[config.mk]
export PLATFORM = sky130hd
export DESIGN_NAME = pcgb_top
export DESIGN_NICKNAME = d
export VERILOG_FILES = /design/src/rtl/pcgb_pkg.sv /design/src/rtl/pcgb_gate_if.sv /design/src/rtl/pcgb_clock_gate.sv /design/src/rtl/pcgb_top.sv
export VERILOG_INCLUDE_DIRS = /design/src /design/src/rtl
export SDC_FILE = /design/constraint.sdc
export NUM_CORES = 1
export LEC_CHECK = 0
export ABC_AREA = 1
export BUFFER_PORTS_ARGS = -buffer_cell sky130_fd_sc_hd__buf_4
export CAP_MARGIN = 15
export CORE_MARGIN = 3
export CORE_UTILIZATION = 45
export CTS_CLUSTER_DIAMETER = 120
export DETAILED_ROUTE_END_ITERATION = 8
export PLACE_DENSITY = 0.72
export SLEW_MARGIN = 20
export SYNTH_ARGS = -nofsm -noshare
export SYNTH_HDL_FRONTEND = slang
export SYNTH_SLANG_ARGS = --single-unit
[constraint.sdc]
create_clock -name clk_sys -period 3.9 [get_ports clk_sys]
set_input_delay 0.39 -clock clk_sys [delete_from_list [all_inputs] [get_ports clk_sys]]
set_output_delay 0.39 -clock clk_sys [all_outputs]
set_load 0.05 [all_outputs]
[src/rtl/pcgb_map.svh]
// Offsets, field positions, masks and reset values of the clock gate bank.
// Assumes byte addresses on an 8-bit register port with 32-bit data.
`ifndef PCGB_MAP_SVH
`define PCGB_MAP_SVH

`define PCGB_SYS_OFS       8'hb4
`define PCGB_APB_OFS       8'hb8
`define PCGB_SYS_STOP_OFS  8'he0
`define PCGB_SYS_START_OFS 8'he4
`define PCGB_APB_STOP_OFS  8'he8
`define PCGB_APB_START_OFS 8'hec
`define PCGB_SYS_STAT_OFS  8'hf0
`define PCGB_APB_STAT_OFS  8'hf4

`define PCGB_SYS_MASK 32'h007fff07
`define PCGB_APB_MASK 32'h00137fff
`define PCGB_SYS_RST  32'h007df700
`define PCGB_APB_RST  32'h00037fff
`define PCGB_SYS_W    23
`define PCGB_APB_W    21

`define PCGB_B_SD_B       22
`define PCGB_B_IMG_PROG   21
`define PCGB_B_TV_PROG    20
`define PCGB_B_VIDEO_PROG 19
`define PCGB_B_DRAM_B     18
`define PCGB_B_BOOT_ROM   17
`define PCGB_B_USB_FS     16
`define PCGB_B_SPI        15
`define PCGB_B_SD_A       14
`define PCGB_B_GRAPHICS   13
`define PCGB_B_STILL      12
`define PCGB_B_ETH_MAC    11
`define PCGB_B_CRYPT      10
`define PCGB_B_USB_HS     9
`define PCGB_B_DMA        8
`define PCGB_B_SYS_BUS_B  2
`define PCGB_B_AXI_BR_B   1
`define PCGB_B_AXI_BR_A   0

`define PCGB_B_PBRIDGE    20
`define PCGB_B_GPIO_B     17
`define PCGB_B_GPIO_A     16
`define PCGB_B_RTC        14
`define PCGB_B_TIMER_C    13
`define PCGB_B_TIMER_B    12
`define PCGB_B_TIMER_A    11
`define PCGB_B_WATCHDOG   10
`define PCGB_B_PWM        9
`define PCGB_B_ADC        8
`define PCGB_B_TWO_WIRE   7
`define PCGB_B_AUDIO      6
`define PCGB_B_SSP_B      5
`define PCGB_B_SSP_A      4
`define PCGB_B_IR_DET     3
`define PCGB_B_UART_C     2
`define PCGB_B_UART_B     1
`define PCGB_B_UART_A     0

`endif

[src/rtl/pcgb_pkg.sv]
// Types shared by the clock gate bank modules.
// Assumes the register port carries an 8-bit byte address.
package pcgb_pkg;
    typedef logic [7:0]  pcgb_addr_t;
    typedef logic [31:0] pcgb_word_t;
    // Register selected by an address
    typedef enum logic [3:0] {
        SEL_NONE,
        SEL_SYS,
        SEL_APB,
        SEL_SYS_STOP,
        SEL_SYS_START,
        SEL_APB_STOP,
        SEL_APB_START,
        SEL_SYS_STAT,
        SEL_APB_STAT
    } pcgb_sel_t;
endpackage : pcgb_pkg

[src/rtl/pcgb_gate_if.sv]
// Carrier between the register file and one bank of clock gates.
// Assumes both ends sit on the same source clock.
`timescale 1ns/1ps
interface pcgb_gate_if #(parameter int unsigned WIDTH = 1);
    logic [WIDTH-1:0] stopReq;
    logic [WIDTH-1:0] gateOpen;
    logic [WIDTH-1:0] gatedClk;

    // Register side asks, gate side answers
    modport ctrl (
        output stopReq,
        input  gateOpen,
        input  gatedClk
    );
    modport bank (
        input  stopReq,
        output gateOpen,
        output gatedClk
    );
endinterface : pcgb_gate_if

[src/rtl/pcgb_clock_gate.sv]
// A bank of glitch-free clock gates driven from one source clock.
// Assumes rstSyncN is already synchronous to clkSrc at release.
`timescale 1ns/1ps
module pcgb_clock_gate
    import pcgb_pkg::*;
#(
    parameter int unsigned     WIDTH         = 1,
    parameter logic [WIDTH-1:0] OPEN_AT_RESET = '0
) (
    // Clock and reset
    input wire logic clkSrc,
    input wire logic rstSyncN,
    // Gate requests and gated clocks
    pcgb_gate_if.bank gates
);
    logic [WIDTH-1:0] openFf;

    // Enable taken on the falling edge, so it only moves while the clock is low
    always_ff @(negedge clkSrc or negedge rstSyncN) begin
        if (!rstSyncN) begin
            openFf <= OPEN_AT_RESET;
        end else begin
            openFf <= ~gates.stopReq;
        end
    end

    // AND gate cannot clip a high phase: enable is stable during it
    assign gates.gatedClk = {WIDTH{clkSrc}} & openFf;
    assign gates.gateOpen = openFf;

endmodule : pcgb_clock_gate

[src/rtl/pcgb_top.sv]
// Clock gate bank: two gating registers and the gated module clocks.
// Assumes a register master on clk_sys that never waits for an answer.
//
// Added by the designer: the plain strobed port.
`timescale 1ns/1ps
`include "pcgb_map.svh"
module pcgb_top
    import pcgb_pkg::*;
(
    // Clock and reset
    input  wire logic        clk_sys,
    input  wire logic        reset_n,
    // Register port
    input  wire pcgb_addr_t  regAddr,
    input  wire pcgb_word_t  regWrData,
    input  wire logic        regWrStrobe,
    input  wire logic        regRdStrobe,
    output pcgb_word_t       regRdData,
    // System-bus module clocks
    output logic             sdCardCtrlBGate,
    output logic             imageProcessorProgGate,
    output logic             tvEncoderProgGate,
    output logic             videoEncoderProgGate,
    output logic             dramChannelBGate,
    output logic             bootRomGate,
    output logic             usbFullSpeedGate,
    output logic             spiCtrlGate,
    output logic             sdCardCtrlAGate,
    output logic             graphicsEngineGate,
    output logic             stillVideoCodecGate,
    output logic             ethernetMacGate,
    output logic             encryptionGate,
    output logic             usbHighSpeedGate,
    output logic             dmaGate,
    output logic             sysBusBGate,
    output logic             axiBridgeBGate,
    output logic             axiBridgeAGate,
    // Peripheral-bus module clocks
    output logic             peripheralBridgeGate,
    output logic             gpioBGate,
    output logic             gpioAGate,
    output logic             rtcGate,
    output logic             timerCGate,
    output logic             timerBGate,
    output logic             timerAGate,
    output logic             watchdogGate,
    output logic             pwmGate,
    output logic             adcWrapperGate,
    output logic             twoWireBusGate,
    output logic             audioCodecGate,
    output logic             syncSerialBGate,
    output logic             syncSerialAGate,
    output logic             irDetectorGate,
    output logic             uartCGate,
    output logic             uartBGate,
    output logic             uartAGate
);

    // Gate state held open at reset: writable bits whose reset value is 0
    localparam pcgb_word_t SYS_OPEN_RST = ~`PCGB_SYS_RST & `PCGB_SYS_MASK;
    localparam pcgb_word_t APB_OPEN_RST = ~`PCGB_APB_RST & `PCGB_APB_MASK;
    // Masks held as named words so that their low lanes can be sliced
    localparam pcgb_word_t SYS_MASK     = `PCGB_SYS_MASK;
    localparam pcgb_word_t APB_MASK     = `PCGB_APB_MASK;

    // Address decode, shared by the write and read paths
    function automatic pcgb_sel_t decodeAddr(input pcgb_addr_t addr);
        pcgb_sel_t sel;
        sel = SEL_NONE;
        case (addr)
            `PCGB_SYS_OFS:       sel = SEL_SYS;
            `PCGB_APB_OFS:       sel = SEL_APB;
            `PCGB_SYS_STOP_OFS:  sel = SEL_SYS_STOP;
            `PCGB_SYS_START_OFS: sel = SEL_SYS_START;
            `PCGB_APB_STOP_OFS:  sel = SEL_APB_STOP;
            `PCGB_APB_START_OFS: sel = SEL_APB_START;
            `PCGB_SYS_STAT_OFS:  sel = SEL_SYS_STAT;
            `PCGB_APB_STAT_OFS:  sel = SEL_APB_STAT;
            default:             sel = SEL_NONE;
        endcase
        return sel;
    endfunction : decodeAddr

    // Next gate word: full write, set-to-stop or clear-to-start
    function automatic pcgb_word_t nextGate(
        input pcgb_word_t cur,
        input pcgb_word_t data,
        input pcgb_word_t mask,
        input logic       full,
        input logic       stop,
        input logic       start
    );
        pcgb_word_t val;
        val = cur;
        if (full) begin
            val = data & mask;
        end else if (stop) begin
            val = (cur | data) & mask;
        end else if (start) begin
            val = cur & ~data & mask;
        end
        return val;
    endfunction : nextGate

    logic       rstMetaFf;
    logic       rstSyncFf;
    pcgb_sel_t  wrSel;
    pcgb_sel_t  rdSel;
    pcgb_word_t sysGateFf;
    pcgb_word_t apbGateFf;
    pcgb_word_t nxt_sysGate;
    pcgb_word_t nxt_apbGate;
    pcgb_word_t nxt_rdData;
    pcgb_word_t rdDataFf;
    pcgb_word_t sysRunning;
    pcgb_word_t apbRunning;

    pcgb_gate_if #(.WIDTH(`PCGB_SYS_W)) sysGates ();
    pcgb_gate_if #(.WIDTH(`PCGB_APB_W)) apbGates ();

    // Reset release through two flops; assertion stays asynchronous
    always_ff @(posedge clk_sys or negedge reset_n) begin
        if (!reset_n) begin
            rstMetaFf <= 1'b0;
            rstSyncFf <= 1'b0;
        end else begin
            rstMetaFf <= 1'b1;
            rstSyncFf <= rstMetaFf;
        end
    end

    // Decode only under a strobe so idle addresses do nothing
    assign wrSel = regWrStrobe ? decodeAddr(regAddr) : SEL_NONE;
    assign rdSel = regRdStrobe ? decodeAddr(regAddr) : SEL_NONE;

    // Reserved bits are masked off on every kind of write
    assign nxt_sysGate = nextGate(sysGateFf, regWrData, `PCGB_SYS_MASK,
                                  wrSel == SEL_SYS, wrSel == SEL_SYS_STOP,
                                  wrSel == SEL_SYS_START);
    assign nxt_apbGate = nextGate(apbGateFf, regWrData, `PCGB_APB_MASK,
                                  wrSel == SEL_APB, wrSel == SEL_APB_STOP,
                                  wrSel == SEL_APB_START);

    // System-bus gating word; reset stops most clocks, keeps ROM, MAC and the bus fabric
    always_ff @(posedge clk_sys or negedge rstSyncFf) begin
        if (!rstSyncFf) begin
            sysGateFf <= `PCGB_SYS_RST;
        end else begin
            sysGateFf <= nxt_sysGate;
        end
    end

    // Peripheral-bus gating word; only the bridge runs from reset
    always_ff @(posedge clk_sys or negedge rstSyncFf) begin
        if (!rstSyncFf) begin
            apbGateFf <= `PCGB_APB_RST;
        end else begin
            apbGateFf <= nxt_apbGate;
        end
    end

    // Running clocks as the gates really stand, reserved lanes forced out
    assign sysRunning = {{(32 - `PCGB_SYS_W){1'b0}}, sysGates.gateOpen}
                        & `PCGB_SYS_MASK;
    assign apbRunning = {{(32 - `PCGB_APB_W){1'b0}}, apbGates.gateOpen}
                        & `PCGB_APB_MASK;

    // Read mux; alias registers are write-only and read zero
    always_comb begin
        nxt_rdData = '0;
        case (rdSel)
            SEL_SYS:      nxt_rdData = sysGateFf;
            SEL_APB:      nxt_rdData = apbGateFf;
            SEL_SYS_STAT: nxt_rdData = sysRunning;
            SEL_APB_STAT: nxt_rdData = apbRunning;
            default:      nxt_rdData = '0;
        endcase
    end

    // Read data stand for exactly one cycle after the strobe
    always_ff @(posedge clk_sys or negedge rstSyncFf) begin
        if (!rstSyncFf) begin
            rdDataFf <= '0;
        end else begin
            rdDataFf <= nxt_rdData;
        end
    end

    assign regRdData = rdDataFf;

    // Reserved lanes are asked to stop so no stray clock toggles inside
    assign sysGates.stopReq = sysGateFf[`PCGB_SYS_W-1:0]
                              | ~SYS_MASK[`PCGB_SYS_W-1:0];
    assign apbGates.stopReq = apbGateFf[`PCGB_APB_W-1:0]
                              | ~APB_MASK[`PCGB_APB_W-1:0];

    // System-bus gate bank; starts in its reset state, not in a glitch
    pcgb_clock_gate #(
        .WIDTH         (`PCGB_SYS_W),
        .OPEN_AT_RESET (SYS_OPEN_RST[`PCGB_SYS_W-1:0])
    ) u_sysBank (
        .clkSrc   (clk_sys),
        .rstSyncN (rstSyncFf),
        .gates    (sysGates.bank)
    );

    // Peripheral-bus gate bank
    pcgb_clock_gate #(
        .WIDTH         (`PCGB_APB_W),
        .OPEN_AT_RESET (APB_OPEN_RST[`PCGB_APB_W-1:0])
    ) u_apbBank (
        .clkSrc   (clk_sys),
        .rstSyncN (rstSyncFf),
        .gates    (apbGates.bank)
    );

    // Media engines on the system bus
    assign sdCardCtrlBGate        = sysGates.gatedClk[`PCGB_B_SD_B];
    assign imageProcessorProgGate = sysGates.gatedClk[`PCGB_B_IMG_PROG];
    assign tvEncoderProgGate      = sysGates.gatedClk[`PCGB_B_TV_PROG];
    assign videoEncoderProgGate   = sysGates.gatedClk[`PCGB_B_VIDEO_PROG];
    assign dramChannelBGate       = sysGates.gatedClk[`PCGB_B_DRAM_B];

    // Boot path and network stay alive so the system can come up
    assign bootRomGate            = sysGates.gatedClk[`PCGB_B_BOOT_ROM];
    assign ethernetMacGate        = sysGates.gatedClk[`PCGB_B_ETH_MAC];

    // Host-facing controllers
    assign usbFullSpeedGate       = sysGates.gatedClk[`PCGB_B_USB_FS];
    assign usbHighSpeedGate       = sysGates.gatedClk[`PCGB_B_USB_HS];
    assign spiCtrlGate            = sysGates.gatedClk[`PCGB_B_SPI];
    assign sdCardCtrlAGate        = sysGates.gatedClk[`PCGB_B_SD_A];
    assign graphicsEngineGate     = sysGates.gatedClk[`PCGB_B_GRAPHICS];
    assign stillVideoCodecGate    = sysGates.gatedClk[`PCGB_B_STILL];
    assign encryptionGate         = sysGates.gatedClk[`PCGB_B_CRYPT];
    assign dmaGate                = sysGates.gatedClk[`PCGB_B_DMA];

    // Bus fabric; stopping these from software can hang the bus
    assign sysBusBGate            = sysGates.gatedClk[`PCGB_B_SYS_BUS_B];
    assign axiBridgeBGate         = sysGates.gatedClk[`PCGB_B_AXI_BR_B];
    assign axiBridgeAGate         = sysGates.gatedClk[`PCGB_B_AXI_BR_A];

    // Peripheral bridge runs from reset so slow peripherals stay reachable
    assign peripheralBridgeGate   = apbGates.gatedClk[`PCGB_B_PBRIDGE];

    // Pins, time keeping and supervision
    assign gpioBGate              = apbGates.gatedClk[`PCGB_B_GPIO_B];
    assign gpioAGate              = apbGates.gatedClk[`PCGB_B_GPIO_A];
    assign rtcGate                = apbGates.gatedClk[`PCGB_B_RTC];
    assign timerCGate             = apbGates.gatedClk[`PCGB_B_TIMER_C];
    assign timerBGate             = apbGates.gatedClk[`PCGB_B_TIMER_B];
    assign timerAGate             = apbGates.gatedClk[`PCGB_B_TIMER_A];
    assign watchdogGate           = apbGates.gatedClk[`PCGB_B_WATCHDOG];
    assign pwmGate                = apbGates.gatedClk[`PCGB_B_PWM];

    // Converters and serial ports
    assign adcWrapperGate         = apbGates.gatedClk[`PCGB_B_ADC];
    assign twoWireBusGate         = apbGates.gatedClk[`PCGB_B_TWO_WIRE];
    assign audioCodecGate         = apbGates.gatedClk[`PCGB_B_AUDIO];
    assign syncSerialBGate        = apbGates.gatedClk[`PCGB_B_SSP_B];
    assign syncSerialAGate        = apbGates.gatedClk[`PCGB_B_SSP_A];
    assign irDetectorGate         = apbGates.gatedClk[`PCGB_B_IR_DET];
    assign uartCGate              = apbGates.gatedClk[`PCGB_B_UART_C];
    assign uartBGate              = apbGates.gatedClk[`PCGB_B_UART_B];
    assign uartAGate              = apbGates.gatedClk[`PCGB_B_UART_A];

endmodule : pcgb_top

# Word-level counts from Yosys, hierarchy flattened
# Cells that the tools add are included.
[totals]
register_bits = 142
in_bits = 44
word_cells = 46
[op_classes]
n_reduce_logical = 2
mux = 10
n_eq_ne = 18
bitwise = 9
[ops]
columns = ["cell", "count"]
rows = [
  ["32-bit 2-to-1 mux", 6],
  ["32-bit case mux with 4 select lines", 1],
  ["8-bit equality test, second input constant", 8],
  ["23-bit bitwise AND", 2],
  ["23-bit NOT", 2],
  ["21-bit bitwise AND", 2],
  ["4-bit case mux with 8 select lines", 1],
  ["23-bit bitwise OR", 1],
  ["21-bit NOT", 1],
  ["21-bit bitwise OR", 1],
  ["4-bit by 3-bit equality test with 1-bit output, second input constant", 4],
  ["4-bit by 2-bit equality test with 1-bit output, second input constant", 3],
  ["4-bit by 1-bit equality test with 1-bit output, second input constant", 2],
  ["4-bit 2-to-1 mux", 2],
  ["3-bit nonzero test", 2],
  ["4-bit equality test, second input constant", 1],
]

# Longest topological paths before layout
[depth]
ltp_word = 7
ltp_mapped = 14
mapped_depth_nobuf = 13

# Cells and area by module
# A second synthesis with hierarchy kept.
[hier_totals]
cells_unflattened = 630
area_unflattened_um2 = 5047.3
[by_module_without_submodules]
columns = ["mod", "seq_area_each_um2", "area_per_inst_um2", "instances", "cells_each"]
rows = [
  ["pcgb_top", 1564.0, 3390.8, 1, 448],
  ["pcgb_clock_gate (u_sysBank)", 581.8, 867.1, 1, 95],
  ["pcgb_clock_gate (u_apbBank)", 526.8, 789.5, 1, 87],
]

==> results_dict.tcl <==
set metrics [dict create \
    die_y_um 108 \
    max_stage_delay_ps 530 \
    crit_arrival_ps 3290 \
    worstSetupPathType "register to primary output" \
    finalMaxSlewViolations 0 \
    fin_tns_setup_ps 0 \
    seq_area_frac_synth_pct 53.2 \
    vias_per_cell 5.00 \
    utilization_pct 59.8 \
    worstSkewPairLatency_ps 520 \
    grt_overflow 0 \
    fp-row-count 36 \
    syn_avg_cell_area_um2 7.90 \
    cts_setup_buffers 0 \
    drive_above_1_share_pct 26.4 \
    nets 739 \
    tightest_slew_ps 789 \
    cts_resized 0 \
    cp.required_ps 3510 \
    antenna_found_initial 0 \
    peakVddDrop_mv 0.660 \
    hold_path_class "input pin to register" \
    synth_edf_count 0 \
    start_kind "register" \
    synth_area_um2 4640 \
    slew_headroom_pct 47.2 \
    rsz0062_at_grt "false" \
    die_w_um 108 \
    globalplace.congestion 0.824 \
    hold_viol 0 \
    critPathSlowestCell "dfstp_2" \
    yosys-top-cells-count "nand2_1 (209), inv_1 (108), nand3_1 (66)" \
    track_usage_pct 22.0 \
    floorplan.initialDensity_pct 46.9 \
    ys_ff_latch 97 \
    post_drt_wl_per_cell_um 14.3 \
    dieArea_um2 11600 \
    ys.flop_type "dfstp_2" \
    yosysMostFrequentCell "nand2_1" \
    cts.clk_slew.worst_paths_ps 100 \
    maxCapViolCount 0 \
    area_delta_synth_final_pct 27.6 \
    setup_viol 0 \
    pin_count 112 \
    synth.distinct_cells 24 \
    yosys_warnings 0 \
    routed_wirelength_um 11900 \
    power-per-cell-area_nw_per_um2 881 \
    drtPass1Iterations 6 \
    drc 0 \
    crit_buf_inv 2 \
    cp_top_family "flip-flops" \
    p_leak_uw 0.00316 \
    synth.largest_area_cell "dfstp_2" \
    dr.first_iter.drc_count 229 \
    syn_inst 588 \
    synth.area.top_cells "dfstp_2 (20%), nand2_1 (17%), dfrtp_1 (17%), dfrtn_1 (16%), inv_1 (8.7%)" \
    diodes 0 \
    fin_skew_ps 66.1 \
    crit_path_end_kind "primary output" \
    tritoncts "done" \
    vias 4174 \
    crit_chain "nand2_1 > inv_1 > buf_4" \
    grt_pass1_wl_um 19800 \
    async_flop_share_pct 100 \
    postCtsHoldBufs 1 \
    core_area_um2 9910 \
    synth_top_area_share_pct 20.4 \
    grt_start_max_net_pins 40 \
    hpwlAfterDp_um 7600 \
    status "completed" \
    ant_nets 0 \
    grt_pass1_vias 4769 \
    critical_path.max_fanout 2 \
    portBuffers 93 \
]
[metrics by stage]
| stage | worst slack, ps | hold slack, ps | area (µm²) | cells | power (µW) |
|---|---|---|---|---|---|
| 2_1_floorplan | 454 | 94.4 | 4670 | 596 | 3220 |
| 3_3_place_gp | 795 | 172 | 5420 | 798 | 3750 |
| 5_1_grt | 135 | 132 | 5920 | 834 | 5520 |
| 4_1_cts | 188 | 128 | 5920 | 834 | 5310 |
| 6_report | 216 | 136 | 5920 | 834 | 5220 |
| 3_5_place_dp | 788 | 175 | 5420 | 798 | 3770 |
[final timing paths]
check / startpoint / slack (ps) / end / cells past startpoint
setup / recovery: u_sysBank.gates.gateOpen[0]$_DFF_NN1_ / 220 / axiBridgeAGate / 3
hold / removal: regWrData[19] / 140 / register / 3
setup reg to reg: u_sysBank.gates.gateOpen[0]$_DFF_NN1_ / 1080 / regRdData[0]$_DFF_PN0_ / 2
hold reg to reg: rstSyncFf$_DFF_PN0_ / 180 / regRdData[5]$_DFF_PN0_ / 0
max in group asynchronous: rstSyncFf$_DFF_PN0_ / 1230 / u_sysBank.gates.gateOpen[1]$_DFF_NN1_ / 1
min in group asynchronous: rstSyncFf$_DFF_PN0_ / 180 / regRdData[5]$_DFF_PN0_ / 0
[worst min-delay path: cells and delay by family]
| kind | cells | cell delay, ps |
|---|---|---|
| buf+inv | 1 | 110 |
| simple gates | 2 | 100 |
[logic make-up after synthesis]
family	after synthesis	synth area share, %
AOI/OAI and AO/OA	11	1.32
buffers and inverters	145	13.1
other	2	0.162
and+or+nand+nor	333	32.1
DFF	97	53.2
[layout by cell type (no fill, tap or decap), types with 6 or more instances in the layout]
| master | instances |
|---|---|
| nand2_1 | 209 |
| inv_1 | 115 |
| buf_4 | 98 |
| nand3_1 | 66 |
| dfstp_2 | 36 |
| dfrtp_1 | 30 |
| dfrtn_1 | 30 |
| nand4_1 | 26 |
| nor2_1 | 17 |
| clkbuf_8 | 13 |
| conb_1 | 10 |
| clkbuf_16 | 10 |
| inv_2 | 6 |
| o21ai_0 | 6 |
[area by class of cell]
type,count,area (µm²)
Fill cell,901,3990
Multi-Input combinational cell,354,1590
Inverter,78,293
Tap cell,133,166
Clock inverter,49,204
Sequential cell,97,2480
Clock buffer,59,699
Timing Repair Buffer,64,495
[report_power, final]
part / switching [µW] / total (µW) / internal (µW)
Combinational: 137 / 212 / 75.1
Sequential: 80.1 / 1260 / 1180
Clock: 2360 / 3750 / 1380
Total: 2580 / 5220 / 2640
[layer usage]
metal	up-vias	part of all wire [%]	wire length [µm]	global-route usage [%]
li1	1978	-	-	-
met1	1938	38	4510	22.8
met2	208	49	5860	33.6
met3	50	8.7	1040	9.18
met4	0	4.2	500	19.7
met5	-	0	0	0
Note: power is estimated with default switching activity, not from simulation.
